[config.mk]
export PLATFORM = sky130hd
export DESIGN_NAME = sc_status_flags
export DESIGN_NICKNAME = d
export VERILOG_FILES = /design/src/shared/sc_flags_pkg.sv /design/src/rtl/sc_transmit_end_flag_timer.sv /design/src/rtl/sc_status_flags.sv
export VERILOG_INCLUDE_DIRS = /design/src /design/src/shared
export SDC_FILE = /design/constraint.sdc
export NUM_CORES = 1
export LEC_CHECK = 0
export BUFFER_PORTS_ARGS = -buffer_cell sky130_fd_sc_hd__buf_2
export CORE_UTILIZATION = 35
export DETAILED_ROUTE_END_ITERATION = 10
export PLACE_DENSITY = 0.66
export SKIP_CTS_REPAIR_TIMING = 1
export SYNTH_ARGS = -nofsm -noshare
export SYNTH_HDL_FRONTEND = slang
export SYNTH_SLANG_ARGS = --single-unit
[constraint.sdc]
create_clock -name core_clk_in -period 13.7 [get_ports core_clk_in]
set_clock_uncertainty 0.2 [all_clocks]
set_input_delay 1.37 -clock core_clk_in [delete_from_list [all_inputs] [get_ports core_clk_in]]
set_output_delay 1.37 -clock core_clk_in [all_outputs]
set_load 0.05 [all_outputs]
[src/shared/sc_flags_defs.svh]
// register offsets, field positions, reset values and timing figures
// assumes inclusion by bare name from the package and the rtl files
`ifndef SC_FLAGS_DEFS_SVH
`define SC_FLAGS_DEFS_SVH

// byte addresses on the apb bus, one aligned word each
`define SC_CTRL_OFF 8'h00
`define SC_STAT_OFF 8'h04
`define SC_RXBUF_OFF 8'h08
`define SC_ETU_OFF 8'h0c
`define SC_IRQ_STAT_OFF 8'h10
`define SC_IRQ_MASK_OFF 8'h14
`define SC_TXBUF_OFF 8'h18

// control register fields
`define SC_CTRL_TE_BIT 0
`define SC_CTRL_GM_BIT 1
`define SC_CTRL_ODD_BIT 2
`define SC_CTRL_TRANSMIT_ADDRESS_BIT_BIT 3

// status register fields, also the layout of irq status and mask
`define SC_ST_MPB_BIT 0
`define SC_ST_TRANSMIT_END_FLAG_BIT 1
`define SC_ST_PER_BIT 2
`define SC_ST_ERS_BIT 3
`define SC_ST_OVERRUN_FLAG_BIT 4
`define SC_ST_RECEIVE_BUFFER_FULL_FLAG_BIT 5
`define SC_ST_TRANSMIT_BUFFER_EMPTY_FLAG_BIT 6
`define SC_IRQ_W 7

// reset values
`define SC_ETU_RESET 16'h0174
`define SC_TRANSMIT_BUFFER_EMPTY_FLAG_RESET 1'b1
`define SC_TRANSMIT_END_FLAG_RESET 1'b1

// transmit end delays, in half elementary time units
`define SC_TRANSMIT_END_FLAG_HALF_ETU_GM0 5
`define SC_TRANSMIT_END_FLAG_HALF_ETU_GM1 2
`define SC_TIMER_W 20

`endif

[src/shared/sc_flags_pkg.sv]
// types for the smart card status flag block
// assumes sc_flags_defs.svh on the include path
`include "sc_flags_defs.svh"

package sc_flags_pkg;

    typedef struct packed {
        logic busy;
        logic [`SC_TIMER_W-1:0] count;
        logic done;
    } timer_state_t;

    typedef struct packed {
        logic transmit_enable;
        logic short_guard_mode;
        logic parity_odd;
        logic transmit_address_bit;
        logic [15:0] etu_cycles;
        logic [7:0] tx_data;
        logic [7:0] rx_data;
        logic [`SC_IRQ_W-1:0] flags;
        logic [`SC_IRQ_W-1:0] read_as_one;
        logic [`SC_IRQ_W-1:0] irq_status;
        logic [`SC_IRQ_W-1:0] irq_mask;
        logic irq;
        logic pready;
        logic pslverr;
        logic [31:0] prdata;
    } flags_state_t;

endpackage : sc_flags_pkg

[src/rtl/sc_transmit_end_flag_timer.sv]
// one-shot cycle counter for the transmit end delay
// assumes start is a one-cycle pulse and cancel a level, both in the core clock domain
`timescale 1ns/1ps
`include "sc_flags_defs.svh"

module sc_transmit_end_flag_timer (
    input wire logic core_clk_in,
    input wire logic resetn_in,
    input wire logic start_in,
    input wire logic cancel_in,
    input wire logic [`SC_TIMER_W-1:0] target_in,
    output logic done_out
);

    sc_flags_pkg::timer_state_t state_ff;
    sc_flags_pkg::timer_state_t nxt_state;

    always_comb begin
        nxt_state = state_ff;
        nxt_state.done = 1'b0;
        if (cancel_in) begin
            nxt_state.busy = 1'b0;
            nxt_state.count = '0;
        end else if (start_in) begin
            // a new character restarts the delay from its own end
            nxt_state.busy = 1'b1;
            nxt_state.count = '0;
        end else if (state_ff.busy) begin
            if (state_ff.count + `SC_TIMER_W'(1) >= target_in) begin
                nxt_state.busy = 1'b0;
                nxt_state.done = 1'b1;
            end else begin
                nxt_state.count = state_ff.count + `SC_TIMER_W'(1);
            end
        end
    end

    always_ff @(posedge core_clk_in or negedge resetn_in) begin
        if (!resetn_in) begin
            state_ff <= '0;
        end else begin
            state_ff <= nxt_state;
        end
    end

    assign done_out = state_ff.done;

endmodule : sc_transmit_end_flag_timer

[src/rtl/sc_status_flags.sv]
// status flag logic of a smart card serial unit, apb register slave
// assumes shifter events arrive as one-cycle pulses synchronous to core_clk_in
//
// Added by the designer: register access over APB and the register offsets.
`timescale 1ns/1ps
`include "sc_flags_defs.svh"

module sc_status_flags (
    input wire logic core_clk_in,
    input wire logic resetn_in,
    // apb slave
    input wire logic psel_in,
    input wire logic penable_in,
    input wire logic pwrite_in,
    input wire logic [7:0] paddr_in,
    input wire logic [31:0] pwdata_in,
    output logic [31:0] prdata_out,
    output logic pready_out,
    output logic pslverr_out,
    // power states
    input wire logic standby_in,
    input wire logic module_stop_in,
    // transmit shifter side
    input wire logic tx_take_in,
    input wire logic tx_char_sent_in,
    input wire logic err_sample_in,
    input wire logic err_line_in,
    // receive shifter side
    input wire logic rx_done_in,
    input wire logic [7:0] rx_data_in,
    input wire logic rx_parity_in,
    input wire logic rx_mpb_in,
    // transfer controller side
    input wire logic dma_tdr_write_in,
    input wire logic [7:0] dma_tdr_data_in,
    input wire logic dma_rdr_read_in,
    // to the shifters and the interrupt controller
    output logic [7:0] tx_data_out,
    output logic tx_mpb_out,
    output logic transmit_enable_out,
    output logic short_guard_mode_out,
    output logic parity_odd_out,
    output logic [7:0] rx_data_out,
    output logic transmit_buffer_empty_flag_out,
    output logic receive_buffer_full_flag_out,
    output logic overrun_flag_out,
    output logic error_signal_flag_out,
    output logic parity_error_flag_out,
    output logic transmit_end_flag_out,
    output logic received_address_bit_out,
    output logic irq_out
);

    sc_flags_pkg::flags_state_t state_ff;
    sc_flags_pkg::flags_state_t nxt_state;

    logic transmit_end_flag_timer_done;
    logic transmit_end_flag_timer_cancel;
    logic [`SC_TIMER_W-1:0] transmit_end_flag_target;
    logic [`SC_TIMER_W-1:0] etu_wide;
    logic [`SC_TIMER_W-1:0] half_etus;

    // target in cycles: half etus times etu, halved with truncation
    always_comb begin
        etu_wide = `SC_TIMER_W'(state_ff.etu_cycles);
        if (state_ff.short_guard_mode) begin
            half_etus = `SC_TIMER_W'(`SC_TRANSMIT_END_FLAG_HALF_ETU_GM1);
        end else begin
            half_etus = `SC_TIMER_W'(`SC_TRANSMIT_END_FLAG_HALF_ETU_GM0);
        end
        transmit_end_flag_target = `SC_TIMER_W'((etu_wide * half_etus) >> 1);
        if (transmit_end_flag_target == '0) begin
            transmit_end_flag_target = `SC_TIMER_W'(1);
        end
    end

    // a transmitter switched off or a power state abandons the pending delay
    assign transmit_end_flag_timer_cancel = !state_ff.transmit_enable || standby_in || module_stop_in;

    sc_transmit_end_flag_timer u_transmit_end_flag_timer (
        .core_clk_in(core_clk_in),
        .resetn_in(resetn_in),
        .start_in(tx_char_sent_in),
        .cancel_in(transmit_end_flag_timer_cancel),
        .target_in(transmit_end_flag_target),
        .done_out(transmit_end_flag_timer_done)
    );

    logic apb_setup_access;
    logic apb_done;
    logic addr_known;
    logic [31:0] read_word;
    logic [`SC_IRQ_W-1:0] zero_written;
    logic [`SC_IRQ_W-1:0] flag_set;
    logic [`SC_IRQ_W-1:0] flag_clr;
    logic stat_write;
    logic rx_normal;
    logic rx_overrun;
    logic parity_bad;

    always_comb begin
        apb_setup_access = psel_in && penable_in && !state_ff.pready;
        apb_done = psel_in && penable_in && state_ff.pready;
        unique case (paddr_in)
            `SC_CTRL_OFF, `SC_STAT_OFF, `SC_RXBUF_OFF, `SC_ETU_OFF,
            `SC_IRQ_STAT_OFF, `SC_IRQ_MASK_OFF, `SC_TXBUF_OFF: addr_known = 1'b1;
            default: addr_known = 1'b0;
        endcase
        read_word = 32'h0000_0000;
        unique case (paddr_in)
            `SC_CTRL_OFF: begin
                read_word[`SC_CTRL_TE_BIT] = state_ff.transmit_enable;
                read_word[`SC_CTRL_GM_BIT] = state_ff.short_guard_mode;
                read_word[`SC_CTRL_ODD_BIT] = state_ff.parity_odd;
                read_word[`SC_CTRL_TRANSMIT_ADDRESS_BIT_BIT] = state_ff.transmit_address_bit;
            end
            `SC_STAT_OFF: read_word[`SC_IRQ_W-1:0] = state_ff.flags;
            `SC_RXBUF_OFF: read_word[7:0] = state_ff.rx_data;
            `SC_ETU_OFF: read_word[15:0] = state_ff.etu_cycles;
            `SC_IRQ_STAT_OFF: read_word[`SC_IRQ_W-1:0] = state_ff.irq_status;
            `SC_IRQ_MASK_OFF: read_word[`SC_IRQ_W-1:0] = state_ff.irq_mask;
            `SC_TXBUF_OFF: read_word[7:0] = state_ff.tx_data;
            default: read_word = 32'h0000_0000;
        endcase
    end

    always_comb begin
        stat_write = apb_done && pwrite_in && (paddr_in == `SC_STAT_OFF);
        // a zero only clears a flag that software has seen at one
        zero_written = '0;
        if (stat_write) begin
            zero_written = ~pwdata_in[`SC_IRQ_W-1:0] & state_ff.read_as_one;
        end
        rx_overrun = rx_done_in && state_ff.flags[`SC_ST_RECEIVE_BUFFER_FULL_FLAG_BIT];
        rx_normal = rx_done_in && !state_ff.flags[`SC_ST_RECEIVE_BUFFER_FULL_FLAG_BIT];
        parity_bad = (^{rx_data_in, rx_parity_in}) != state_ff.parity_odd;

        flag_set = '0;
        flag_clr = '0;

        // transmit empty
        flag_set[`SC_ST_TRANSMIT_BUFFER_EMPTY_FLAG_BIT] = !state_ff.transmit_enable || tx_take_in;
        flag_clr[`SC_ST_TRANSMIT_BUFFER_EMPTY_FLAG_BIT] = zero_written[`SC_ST_TRANSMIT_BUFFER_EMPTY_FLAG_BIT] || dma_tdr_write_in;

        // transmit end
        flag_set[`SC_ST_TRANSMIT_END_FLAG_BIT] = standby_in || module_stop_in
            || (!state_ff.transmit_enable && !state_ff.flags[`SC_ST_ERS_BIT])
            || (transmit_end_flag_timer_done && state_ff.flags[`SC_ST_TRANSMIT_BUFFER_EMPTY_FLAG_BIT]
                && !state_ff.flags[`SC_ST_ERS_BIT]);
        flag_clr[`SC_ST_TRANSMIT_END_FLAG_BIT] = zero_written[`SC_ST_TRANSMIT_BUFFER_EMPTY_FLAG_BIT]
            || dma_tdr_write_in;

        // parity error
        flag_set[`SC_ST_PER_BIT] = rx_done_in && parity_bad;
        flag_clr[`SC_ST_PER_BIT] = zero_written[`SC_ST_PER_BIT];

        // error signal; transmit enable plays no part here
        flag_set[`SC_ST_ERS_BIT] = err_sample_in && !err_line_in;
        flag_clr[`SC_ST_ERS_BIT] = zero_written[`SC_ST_ERS_BIT]
            || standby_in || module_stop_in;

        // overrun keeps the old character in the buffer
        flag_set[`SC_ST_OVERRUN_FLAG_BIT] = rx_overrun;
        flag_clr[`SC_ST_OVERRUN_FLAG_BIT] = zero_written[`SC_ST_OVERRUN_FLAG_BIT];

        // receive full
        flag_set[`SC_ST_RECEIVE_BUFFER_FULL_FLAG_BIT] = rx_normal;
        flag_clr[`SC_ST_RECEIVE_BUFFER_FULL_FLAG_BIT] = zero_written[`SC_ST_RECEIVE_BUFFER_FULL_FLAG_BIT]
            || dma_rdr_read_in;
    end

    always_comb begin
        nxt_state = state_ff;
        nxt_state.pready = apb_setup_access;
        if (apb_setup_access) begin
            nxt_state.prdata = pwrite_in ? 32'h0000_0000 : read_word;
            nxt_state.pslverr = !addr_known;
        end

        // flags: a set in the clearing cycle wins
        nxt_state.flags = (state_ff.flags & ~flag_clr) | flag_set;
        // standby forces the error flag low even against a late sample
        if (standby_in || module_stop_in) begin
            nxt_state.flags[`SC_ST_ERS_BIT] = 1'b0;
        end
        nxt_state.flags[`SC_ST_MPB_BIT] = rx_normal ? rx_mpb_in
            : state_ff.flags[`SC_ST_MPB_BIT];
        if (rx_normal) begin
            nxt_state.rx_data = rx_data_in;
        end

        // read-as-one memory: a status read arms, a write disarms
        // arm from the word software got back, not from flags that moved since
        if (apb_done && !pwrite_in && paddr_in == `SC_STAT_OFF) begin
            nxt_state.read_as_one = state_ff.prdata[`SC_IRQ_W-1:0];
        end else if (stat_write) begin
            nxt_state.read_as_one = '0;
        end

        if (dma_tdr_write_in) begin
            nxt_state.tx_data = dma_tdr_data_in;
        end

        if (apb_done && pwrite_in) begin
            unique case (paddr_in)
                `SC_CTRL_OFF: begin
                    nxt_state.transmit_enable = pwdata_in[`SC_CTRL_TE_BIT];
                    nxt_state.short_guard_mode = pwdata_in[`SC_CTRL_GM_BIT];
                    nxt_state.parity_odd = pwdata_in[`SC_CTRL_ODD_BIT];
                    nxt_state.transmit_address_bit = pwdata_in[`SC_CTRL_TRANSMIT_ADDRESS_BIT_BIT];
                end
                `SC_ETU_OFF: nxt_state.etu_cycles = pwdata_in[15:0];
                `SC_IRQ_MASK_OFF: nxt_state.irq_mask = pwdata_in[`SC_IRQ_W-1:0];
                `SC_TXBUF_OFF: nxt_state.tx_data = pwdata_in[7:0];
                default: nxt_state.irq_mask = state_ff.irq_mask;
            endcase
        end

        // sticky events on each flag rising; write one clears, set wins
        nxt_state.irq_status = state_ff.irq_status;
        if (apb_done && pwrite_in && paddr_in == `SC_IRQ_STAT_OFF) begin
            nxt_state.irq_status = state_ff.irq_status & ~pwdata_in[`SC_IRQ_W-1:0];
        end
        nxt_state.irq_status = nxt_state.irq_status
            | (nxt_state.flags & ~state_ff.flags);
        // level output from a flop, loaded from the next status, so it changes in the same cycle as the status
        nxt_state.irq = |(nxt_state.irq_status & nxt_state.irq_mask);
    end

    always_ff @(posedge core_clk_in or negedge resetn_in) begin
        if (!resetn_in) begin
            state_ff <= '0;
            state_ff.etu_cycles <= `SC_ETU_RESET;
            state_ff.flags[`SC_ST_TRANSMIT_BUFFER_EMPTY_FLAG_BIT] <= `SC_TRANSMIT_BUFFER_EMPTY_FLAG_RESET;
            state_ff.flags[`SC_ST_TRANSMIT_END_FLAG_BIT] <= `SC_TRANSMIT_END_FLAG_RESET;
        end else begin
            state_ff <= nxt_state;
        end
    end

    assign prdata_out = state_ff.prdata;
    assign pready_out = state_ff.pready;
    assign pslverr_out = state_ff.pslverr;
    assign tx_data_out = state_ff.tx_data;
    assign tx_mpb_out = state_ff.transmit_address_bit;
    assign transmit_enable_out = state_ff.transmit_enable;
    assign short_guard_mode_out = state_ff.short_guard_mode;
    assign parity_odd_out = state_ff.parity_odd;
    assign rx_data_out = state_ff.rx_data;
    assign transmit_buffer_empty_flag_out = state_ff.flags[`SC_ST_TRANSMIT_BUFFER_EMPTY_FLAG_BIT];
    assign receive_buffer_full_flag_out = state_ff.flags[`SC_ST_RECEIVE_BUFFER_FULL_FLAG_BIT];
    assign overrun_flag_out = state_ff.flags[`SC_ST_OVERRUN_FLAG_BIT];
    assign error_signal_flag_out = state_ff.flags[`SC_ST_ERS_BIT];
    assign parity_error_flag_out = state_ff.flags[`SC_ST_PER_BIT];
    assign transmit_end_flag_out = state_ff.flags[`SC_ST_TRANSMIT_END_FLAG_BIT];
    assign received_address_bit_out = state_ff.flags[`SC_ST_MPB_BIT];
    assign irq_out = state_ff.irq;

endmodule : sc_status_flags

# Yosys cells after proc, flatten, opt, wreduce, memory -nomap -nowiden

Index checks and enable logic that the tools add are counted.

Memories: 0
Flip-flop bits (word level): 121
Bits in writable memories: 0
Word-level logic and storage cells: 108
Bits in read-only memories: 0
Input port bits: 72
Bits in latches: 0

Multipliers: 1
Bitwise operators: 10
Eq/ne operators: 8
Shift operators: 0
Div/mod/pow operators: 0
Add/sub/neg operators: 1
Reduce and logical (&&, ||, !) cells: 42
Multiplexer cells: 27
Magnitude comparators: 1

Operator list:

| cell                    | number |
|---|---|
| $mux W21                | 2 |
| $mux W7                 | 6 |
| $and A7 B7 Y7           | 5 |
| $mux W8                 | 4 |
| $pmux W4 S7             | 1 |
| $eq A8 B5 Y1 const B    | 3 |
| $mux W22                | 1 |
| $not A7 Y7              | 3 |
| $add A20 B1 Y20 const B | 1 |
| $ge A20 B19 Y1          | 1 |
| $logic_not A20 Y1       | 1 |
| $mux W20                | 1 |
| $mul A16 B3 Y19         | 1 |
| $mux W19                | 1 |
| $pmux W3 S6             | 1 |
| $eq A8 B4 Y1 const B    | 2 |
| $mux W16                | 1 |
| $logic_and A1 B1 Y1     | 15 |
| $or A7 B7 Y7            | 2 |
| $reduce_or A7 Y1        | 2 |
| $logic_or A1 B1 Y1      | 10 |
| $reduce_xor A9 Y1       | 1 |
| $eq A8 B3 Y1 const B    | 1 |
| $logic_not A8 Y1        | 1 |
| 9 further kinds         | 23 |

# Logic depth before layout (Yosys ltp)

Gate-level depths: netlist of run 1.

Depth in word-level cells: 15
Depth in mapped cells: 24
Depth with buffers taken out: 21

# By module

Synthesis of run 1 repeated with hierarchy kept, for this count alone.

Cell total of the unflattened synthesis: 763
Area, all modules: 7,269.5 sq um

By module, submodules not included:

| module                     | area each (sq um) | instances | seq. area each (sq um) | cells an instance |
|---|---|---|---|---|
| sc_status_flags            | 5,380.2           | 1         | 2,035.7                | 535 |
| sc_transmit_end_flag_timer | 1,889.3           | 1         | 550.5                  | 228 |

# Worst setup path after synthesis of run 1

Ideal clock, no wire load.

Path type: register to register
From: register state_ff (netlist bit short_guard_mode_out)
To: register u_transmit_end_flag_timer.state_ff[3] in the netlist's numbering
Buffers on the path: 2
Arrival: 5.897 ns
Stages on the path, launching flop included: 24
Slack: 7.525 ns
Path through: dfrtp_1 -> clkbuf_1 -> mux2_2 -> ha_1 -> ha_1 -> fa_1 -> a21o_1 -> a221oi_1 -> nor2_1 -> xnor2_1 -> nand2_1 -> or4b_1 -> and4b_1 -> a41o_1 -> ha_1 -> nand2b_1 -> a21o_1 -> a21o_1 -> a21oi_1 -> o31ai_1 -> a2111o_1 -> buf_6 -> or3_1 -> a21oi_1

Word-level cells in the longest chain between the ends: 7

RTL lines:

| element                                | line                             | RTL |
|---|---|---|
| from (decl)                            | sc_status_flags.sv:54            | `sc_flags_pkg::flags_state_t state_ff;` |
| from (signal assigned)                 | sc_status_flags.sv:237           | `state_ff <= nxt_state;` |
| $mux W3 (*)                            | sc_status_flags.sv:66            | `if (state_ff.short_guard_mode) begin` |
| $mul A16 B3 Y19 (*)                    | sc_status_flags.sv:71            | `` transmit_end_flag_target = `SC_TIMER_W'((etu_wide * half_etus) >> 1); `` |
| $logic_not A20 Y1                      | sc_status_flags.sv:72            | `if (transmit_end_flag_target == '0) begin` |
| $mux W19 (*)                           | sc_status_flags.sv:72            |  |
| $ge A20 B19 Y1 (*)                     | sc_transmit_end_flag_timer.sv:29 | `` if (state_ff.count + `SC_TIMER_W'(1) >= target_in) begin `` |
| $ne A3 B3 Y1 (no source line) (*)      | -                                |  |
| $reduce_and A2 Y1 (no source line) (*) | -                                |  |
| to (signal assigned)                   | sc_transmit_end_flag_timer.sv:42 | `state_ff <= nxt_state;` |
| to (decl)                              | sc_transmit_end_flag_timer.sv:15 | `sc_flags_pkg::timer_state_t state_ff;` |

Every way passes the cells marked *; elsewhere a longest branch is shown, timed or not.
A chain may end at the register's enable or synchronous reset.

# Worst setup path after layout of run 1

From: register state_ff (netlist bit short_guard_mode_out)
To: register u_transmit_end_flag_timer.state_ff[18] in the netlist's numbering

The elaborated chain is that of the path after synthesis.

==> summary.txt, run 1 <==
STA
  – Final hold vios: 0
  – Setup ws final: between 6 and 7 ns
  – Fmax: 145 MHz
  – Final max-slew violation count: 0
  – Setup TNS: 0 ns
  – Fin crit period: around 6.9 ns
  – Final cycle utilization of the critical path: between 50% and 60%
  – Relative slew slack: between 20% and 30%
  – RSZ-0062 raised after global routing: false
  – Final setup violation count: 0
  – Worst-margin pin slew: ~1.1 ns

Clock network
  – Clk root buf: clkbuf_16
  – Sink Count: slightly above 100
  – Cts bufs inserted: 9
  – Clock Tree Buf Depth: 2
  – CTS tree: built
  – Clk pin slew, worst setup/hold paths: 0.08 ns
  – Htree depth: 3
  – Clk Latency, worst-skew pair: ~0.36 ns

Synth
  – Ranking of synthesized cells by instance count: 96 x dfrtp_1, 76 x nand2_1, 49 x ha_1
  – Post-synth design cell area: 0.00698 mm2
  – Post-synth EDFFs: 0
  – Main synth FF type: dfrtp_1
  – Syn Inst Count: a little over 700
  – Top-count cell post-synth: dfrtp_1
  – Count of different cell masters after synthesis: 64
  – Yosys top cell area share: approximately 34%
  – Asr flop ratio synth: between 90% and 100%
  – Top cells by area, synth: dfrtp_1 34%, ha_1 8.8%, mux2_2 7.7%
  – Yosys warning total: 0
  – FF+latch count, synth: 103
  – Area leader, netlist: dfrtp_1
  – Syn Area/Cell: between 9 and 10 um2
  – Post-synthesis sequential area ratio: approximately 37%

Route
  – Routed len/inst: approximately 15 um
  – Total Wirelength: roughly 16,000 um
  – Via count: about 5,300
  – Residual DRC: 0
  – Antenna Nets Post-Route: 0
  – Routed vias/inst: 5.13
  – Initial DRC count: approximately 360
  – First-pass iteration count of the detailed router: 5

Final layout
  – Diode count: 0
  – Layout Area Growth over Synthesis: 10.1%
  – Fillers: ~2,000
  – Final Util: about 39%
  – Nets: approximately 880
  – Layout cells sized above 1: 25.4%

Critical path
  – Reg2Reg Capture Point: u_transmit_end_flag_timer.state_ff[18]
  – Crit path cell chain: mux2_2 > ha_1 > ha_1 > fa_1 > a21o_1 > a221oi_1 > o31ai_1 > a2111oi_0 > or3_1 > nor2b_1 > o21ai_0 > a41o_1 > ha_1 > nand2b_1 > a21o_1 > a21o_1 > a21oi_1 > o31ai_1 > a2111oi_4 > a21oi_1 > a31o_2
  – RR Startpoint: short_guard_mode_out
  – Crit end category: register
  – Reg2Reg Setup Slack: a little under 7 ns
  – Setup Crit Path Kind: reg2reg
  – CP max stage delay: approximately 0.98 ns
  – Worst EP arrival: about 7 ns
  – Worst-path maximum fanout: 34
  – Critical Path RT: approximately 14 ns
  – Slowest CP cell: dfrtp_1
  – CP Launch Type: register
  – Worst Reg2Reg Path Length in Cells: 21

Power and ir drop
  – Internal cell power: roughly 0.48 mW
  – Power Dens Cells: 90.4 mW/mm2
  – Net Switching: around 0.22 mW
  – Power share of the clock group: between 30% and 40%
  – Switching share of total power: a little under a third
  – Share of power burned in registers: around 47%
  – Maximum vdd drop: between 0.06 and 0.07 mV
  – Leakage: 3.91 nW
  – Combinational share of power: around 16%

Die
  – Die height: 143 um
  – Row cnt: 51
  – Initial cell density of the core: a little over a third
  – Die ar.: just over 0.02 mm2
  – # IOs: 134
  – Core area: around 0.020 mm2
  – Die Wd: roughly 140 um

Global routing
  – Initial antenna violation count: 0
  – Congestion Overflow GR: 0
  – Vias in the first global route: between 4,000 and 5,000
  – First-pass GRT wire length: ~25,000 um
  – GRT Overall Usage: between 10% and 20%
  – Largest net degree at the start of global routing: 58

Worst hold path
  – Hold Path End: pslverr_out
  – WHS Path Cells: 2
  – Min-delay worst type: reg2reg
  – Min-delay src: pslverr_out

Outcome
  – Outcome: finished, final reports clean

Flow run
  – Max Cap Violations: 0

Place
  – DP Worst Slack: just under 7 ns
  – # port buffers: a little over 100
  – Gpl congestion: 0.833
  – HPWL after detailed placement: between 10,000 and 15,000 um
==> registers in the layout (all words and copies together) (netlist names), 8 cells and up <==
signal                              count
etu_wide                               16
rx_data_out                             8
prdata_out                             16
tx_data_out                             8
u_transmit_end_flag_timer.state_ff     21
state_ff                               19
==> metrics by stage <==
stage / power [mW] / cell area (um2) / cells / hold WS [ns]
2_1_floorplan: 0.424 / 7040 / 727 / 0.250
3_3_place_gp: 0.447 / 7400 / 1014 / 0.261
3_5_place_dp: 0.448 / 7400 / 1014 / 0.265
4_1_cts: 0.701 / 7690 / 1030 / 0.281
5_1_grt: 0.721 / 7690 / 1030 / 0.302
6_report: 0.695 / 7690 / 1030 / 0.275
==> metal layers <==
metal | routed length (um) | GRT usage, %
met5 | 0 | 0
met4 | 243 | 4.76
met3 | 808 | 2.65
met2 | 7400 | 24.4
met1 | 7320 | 21.4
==> cells in the final DEF (no fill, tap or decap), types with 4 or more instances in the layout <==
| cell | instances |
|---|---|
| inv_6 | 4 |
| nand2b_1 | 9 |
| a31o_2 | 4 |
| xor2_1 | 16 |
| conb_1 | 16 |
| or3_1 | 11 |
| a22oi_1 | 5 |
| a21oi_1 | 30 |
| mux2_2 | 48 |
| ha_1 | 49 |
| nand4_1 | 9 |
| o21ai_0 | 42 |
| nor2_1 | 29 |
| buf_2 | 100 |
| xnor2_1 | 24 |
| nand3b_1 | 8 |
| dfrtp_1 | 96 |
| nand2_1 | 76 |
| a21o_1 | 31 |
| nor2b_1 | 17 |
| o21a_1 | 4 |
| dfstp_2 | 7 |
| inv_1 | 10 |
| and3_1 | 8 |
| nand3_1 | 12 |
| mux2i_1 | 9 |
| nor3_1 | 9 |
| mux4_2 | 4 |
| a221oi_1 | 5 |
| a22o_1 | 12 |
| clkbuf_16 | 9 |
==> power by group through the flow <==
stage               Combinational, mW  Clock (mW)  Sequential [mW]
detailed placement              0.114           0            0.334
finish                          0.113       0.253            0.328
global placement                0.113           0            0.334
global route                    0.121       0.270            0.330
CTS                             0.114       0.258            0.328
floorplan                      0.0883           0            0.336
==> area by class of cell <==
| class | count | area (um2) | area share (%) |
|---|---|---|---|
| multi-input combinational | 533 | 3920 | 51.0 |
| sequential | 103 | 2590 | 33.6 |
| timing repair buffer | 103 | 523 | 6.80 |
| tap | 265 | 332 | 4.31 |
| clock buffer | 9 | 225 | 2.93 |
| clock inverter | 7 | 63.8 | 0.830 |
| inverter | 10 | 37.5 | 0.488 |
==> worst max-delay path, delay by kind of cell (launching register included) <==
| family | cells | cell delay, ns |
|---|---|---|
| mux | 1 | 0.43 |
| compound gates | 13 | 3.62 |
| fa+ha+maj | 4 | 1.14 |
| flops | 1 | 0.98 |
| simple gates | 3 | 0.40 |
==> logic make-up (layout without fill, tap and decap cells) <==
group                    Yosys count  in the layout  share of synthesized area (%)
flip-flops                       103            103                           37.0
buffers and inverters             91            129                           7.72
AND/OR/NAND/NOR                  210            210                           15.7
other                              1             16                         0.0537
adder cells (fa/ha/maj)           50             50                           9.07
AO/OA/AOI/OAI                    156            156                           15.1
multiplexers                      61             61                           10.3
XOR/XNOR                          40             40                           5.02
==> worst max path at each step <==
stage / from / end / slack (ns)
6_report: short_guard_mode_out / u_transmit_end_flag_timer.state_ff[18] / 6.81
5_1_grt: short_guard_mode_out / u_transmit_end_flag_timer.state_ff[10] / 6.31
4_1_cts: short_guard_mode_out / u_transmit_end_flag_timer.state_ff[18] / 6.72
3_5_place_dp: short_guard_mode_out / u_transmit_end_flag_timer.state_ff[18] / 6.75
3_3_place_gp: short_guard_mode_out / u_transmit_end_flag_timer.state_ff[17] / 6.79
2_1_floorplan: short_guard_mode_out / u_transmit_end_flag_timer.state_ff[3] / 7.53
Note: power is estimated with default switching activity, not from simulation.
==> run 2: changes to the inputs <==
--- a/config.mk
+++ b/config.mk
@@ -9,7 +9,7 @@
 export BUFFER_PORTS_ARGS = -buffer_cell sky130_fd_sc_hd__buf_2
 export CORE_UTILIZATION = 35
 export DETAILED_ROUTE_END_ITERATION = 10
-export PLACE_DENSITY = 0.66
+export PLACE_DENSITY = 0.68
 export SKIP_CTS_REPAIR_TIMING = 1
 export SYNTH_ARGS = -nofsm -noshare
 export SYNTH_HDL_FRONTEND = slang
==> constraint.sdc (replaced) <==
create_clock -name core_clk_in -period 5.6 [get_ports core_clk_in]
set_clock_uncertainty 0.2 [all_clocks]
set_input_delay 0.56 -clock core_clk_in [delete_from_list [all_inputs] [get_ports core_clk_in]]
set_output_delay 0.56 -clock core_clk_in [all_outputs]
set_load 0.05 [all_outputs]
==> summary.txt, run 2 (synthesized netlist as in run 1, its figures left out) <==
Final layout
  – Top flop regs: u_transmit_end_flag_timer.state_ff: 21 flops, state_ff: 19 flops
  – Most frequent cells in the layout: 100 x buf_2, 95 x dfrtp_1, 75 x nand2_1
  – Nets: 926 (+5.0%)
  – Layout cells sized above 1: 32.1% (+6.8 points)
  – Final Util: 41.9% (+2.5 points)
  – Layout Area Growth over Synthesis: 17.1%
  – Largest Register: u_transmit_end_flag_timer.state_ff
  – Diode count: 0 (unchanged)
  – Fillers: 1,897 (-3.5%)
  – Largest register FFs: 21 (unchanged)
  – Commonest non-fill, non-tap cell in the layout: buf_2
  – Final Cell Area: 0.00818 mm2 (+6.4%)

STA
  – Final cycle utilization of the critical path: 101% (+51 points)
  – Final hold vios: 38 (+38)
  – Fmax: 177 MHz (+22%)
  – RSZ-0062 raised after global routing: true
  – Final max-slew violation count: 0 (unchanged)
  – Setup ws final: -0.0652 ns (-6.87 ns)
  – Worst-margin pin slew: 1.10 ns (+0.0102 ns)
  – Fin crit period: 5.67 ns (-1.23 ns)
  – Final setup violation count: 7 (+7)
  – Hold Slack: -0.0207 ns (-0.295 ns)
  – Relative slew slack: 26.1% (-0.69 points)

Critical path
  – CP max stage delay: 0.46 ns (-0.52 ns)
  – Reg2Reg Setup Slack: -0.07 ns (-6.87 ns)
  – CP Launch Type: register
  – Most numerous cell on the critical path: a21o_1
  – Worst EP arrival: 5.74 ns (-1.20 ns)
  – Worst Reg2Reg Path Length in Cells: 22 (+4.8%)
  – Worst-path maximum fanout: 15 (-56%)
  – Crit end category: register
  – Setup Crit Path Kind: reg2reg
  – RR Startpoint: short_guard_mode_out
  – Crit path cell chain: mux2_4 > ha_4 > ha_4 > fa_2 > a21o_1 > a221oi_2 > nor2_1 > xnor2_1 > nand2_1 > or4b_1 > and4b_1 > a41o_1 > ha_1 > nand2b_4 > a21o_1 > a21o_1 > a21oi_2 > o31ai_4 > a2111o_1 > buf_6 > or3_4 > a21oi_2
  – Critical Path RT: 5.68 ns (-8.07 ns)
  – Reg2Reg Capture Point: u_transmit_end_flag_timer.state_ff[12]
  – Slowest CP cell: dfrtp_2

Clock network
  – Cts bufs inserted: 9 (unchanged)
  – Clk pin slew, worst setup/hold paths: 0.08 ns (about the same)
  – Clk root buf: clkbuf_16
  – Clock Tree Buf Depth: 2 (unchanged)
  – Clk Latency, worst-skew pair: 0.35 ns (about the same)
  – Sink Count: 103 (unchanged)
  – Htree depth: 3 (unchanged)
  – CTS tree: built

Global routing
  – Vias in the first global route: 5,081 (+6.1%)
  – Initial antenna violation count: 0 (unchanged)
  – GRT Overall Usage: 16.0% (+0.53 points)
  – Largest net degree at the start of global routing: 65 (+12%)
  – First-pass GRT wire length: 25,700 um (+3.8%)
  – Congestion Overflow GR: 0 (unchanged)

Place
  – # port buffers: 101 (unchanged)
  – DP Worst Slack: -0.0548 ns (-6.81 ns)
  – Area post-placement: 0.00775 mm2 (+4.7%)
  – HPWL after detailed placement: 12,400 um (+3.2%)
  – Gpl congestion: 0.868 (+4.1%)

Route
  – Residual DRC: 0 (unchanged)
  – Via count: 5,460 (+3.3%)
  – Routed len/inst: 15.4 um (+0.24%)
  – First-pass iteration count of the detailed router: 5 (unchanged)
  – Total Wirelength: 16,500 um (+4.5%)
  – Routed vias/inst: 5.08 (-0.92%)
  – Antenna Nets Post-Route: 0 (unchanged)
  – Initial DRC count: 318 (-11%)

Die
  – Core area: 0.0195 mm2 (unchanged)
  – Die ar.: 0.0205 mm2 (unchanged)
  – Initial cell density of the core: 35.8% (unchanged)
  – Die height: 143 um (unchanged)
  – # IOs: 134 (unchanged)
  – Die Wd: 143 um (unchanged)
  – Row cnt: 51 (unchanged)

Power and ir drop
  – Power Dens Cells: 209 mW/mm2 (+130%)
  – Maximum vdd drop: 0.159 mV (+130%)
  – Power consumption: 1.71 mW (+150%)
  – Leakage: 4.15 nW (+6.0%)

Outcome
  – Outcome: finished with violations
  – Failing checks: negative hold slack, negative setup slack

Worst hold path
  – Min-delay worst type: in2async

Flow run
  – Max Cap Violations: 0 (unchanged)
## run 2: cell types whose count changed in the layout (fill, tap and decap cells not counted), moves of 5 or more
cell     previous run  this run
buf_4               3        41
o21ai_0            42        37
a21oi_1            30        22
o21ai_1             0         5
a21oi_2             1         9
buf_6               0         5
## run 2: layer usage
layer | GRT usage [%] | vias up | share of wire, %
met5 | 0 | - | 0
met4 | 5.71 | 0 | 2.0
met3 | 2.31 | 21 | 4.4
met2 | 26.3 | 146 | 48
met1 | 21.2 | 2614 | 46
li1 | - | 2679 | -
## run 2: how the worst max path moves through the flow
stage	endpoint	startpoint
after global routing	u_transmit_end_flag_timer.state_ff[12]	short_guard_mode_out
after global placement	u_transmit_end_flag_timer.state_ff[12]	etu_wide[2]
after floorplan	u_transmit_end_flag_timer.state_ff[3]	short_guard_mode_out
after detailed placement	u_transmit_end_flag_timer.state_ff[12]	etu_wide[2]
after CTS	u_transmit_end_flag_timer.state_ff[12]	etu_wide[2]
final	u_transmit_end_flag_timer.state_ff[12]	short_guard_mode_out
## run 2: layout make-up
cell class	count	area [um2]	share of cell area, %
Clock buffer	9	225	2.75
Clock inverter	7	62.6	0.765
Inverter	10	37.5	0.459
Multi-Input combinational cell	533	4050	49.5
Sequential cell	103	2590	31.6
Tap cell	265	332	4.05
Timing Repair Buffer	147	885	10.8
## run 2: per-stage QoR
stage / TNS (ns) / hold slack, ns / std cells
finish: -0.133 / -0.0207 / 1074
CTS: -1.02 / -0.0138 / 1068
global route: -3.51 / 0.00180 / 1074
floorplan: -0.194 / 0.0644 / 727
detailed placement: -0.402 / 0.267 / 1052
global placement: -0.0334 / 0.260 / 1052
## run 2: worst max-delay path: cells and delay by family (launching register included)
family / cells / cell delay (ns)
AO/OA/AOI/OAI: 9 / 1.86
XOR/XNOR: 1 / 0.20
adder cells (fa/ha/maj): 4 / 1.04
buffers and inverters: 1 / 0.16
flip-flops: 1 / 0.46
multiplexers: 1 / 0.33
AND/OR/NAND/NOR: 6 / 1.34
## run 2: where the power goes
group / leakage, nW / internal (mW) / switching, mW
Combinational: 2.69 / 0.0862 / 0.195
Sequential: 1.33 / 0.774 / 0.0297
Clock: 0.133 / 0.312 / 0.311
Total: 4.15 / 1.17 / 0.535
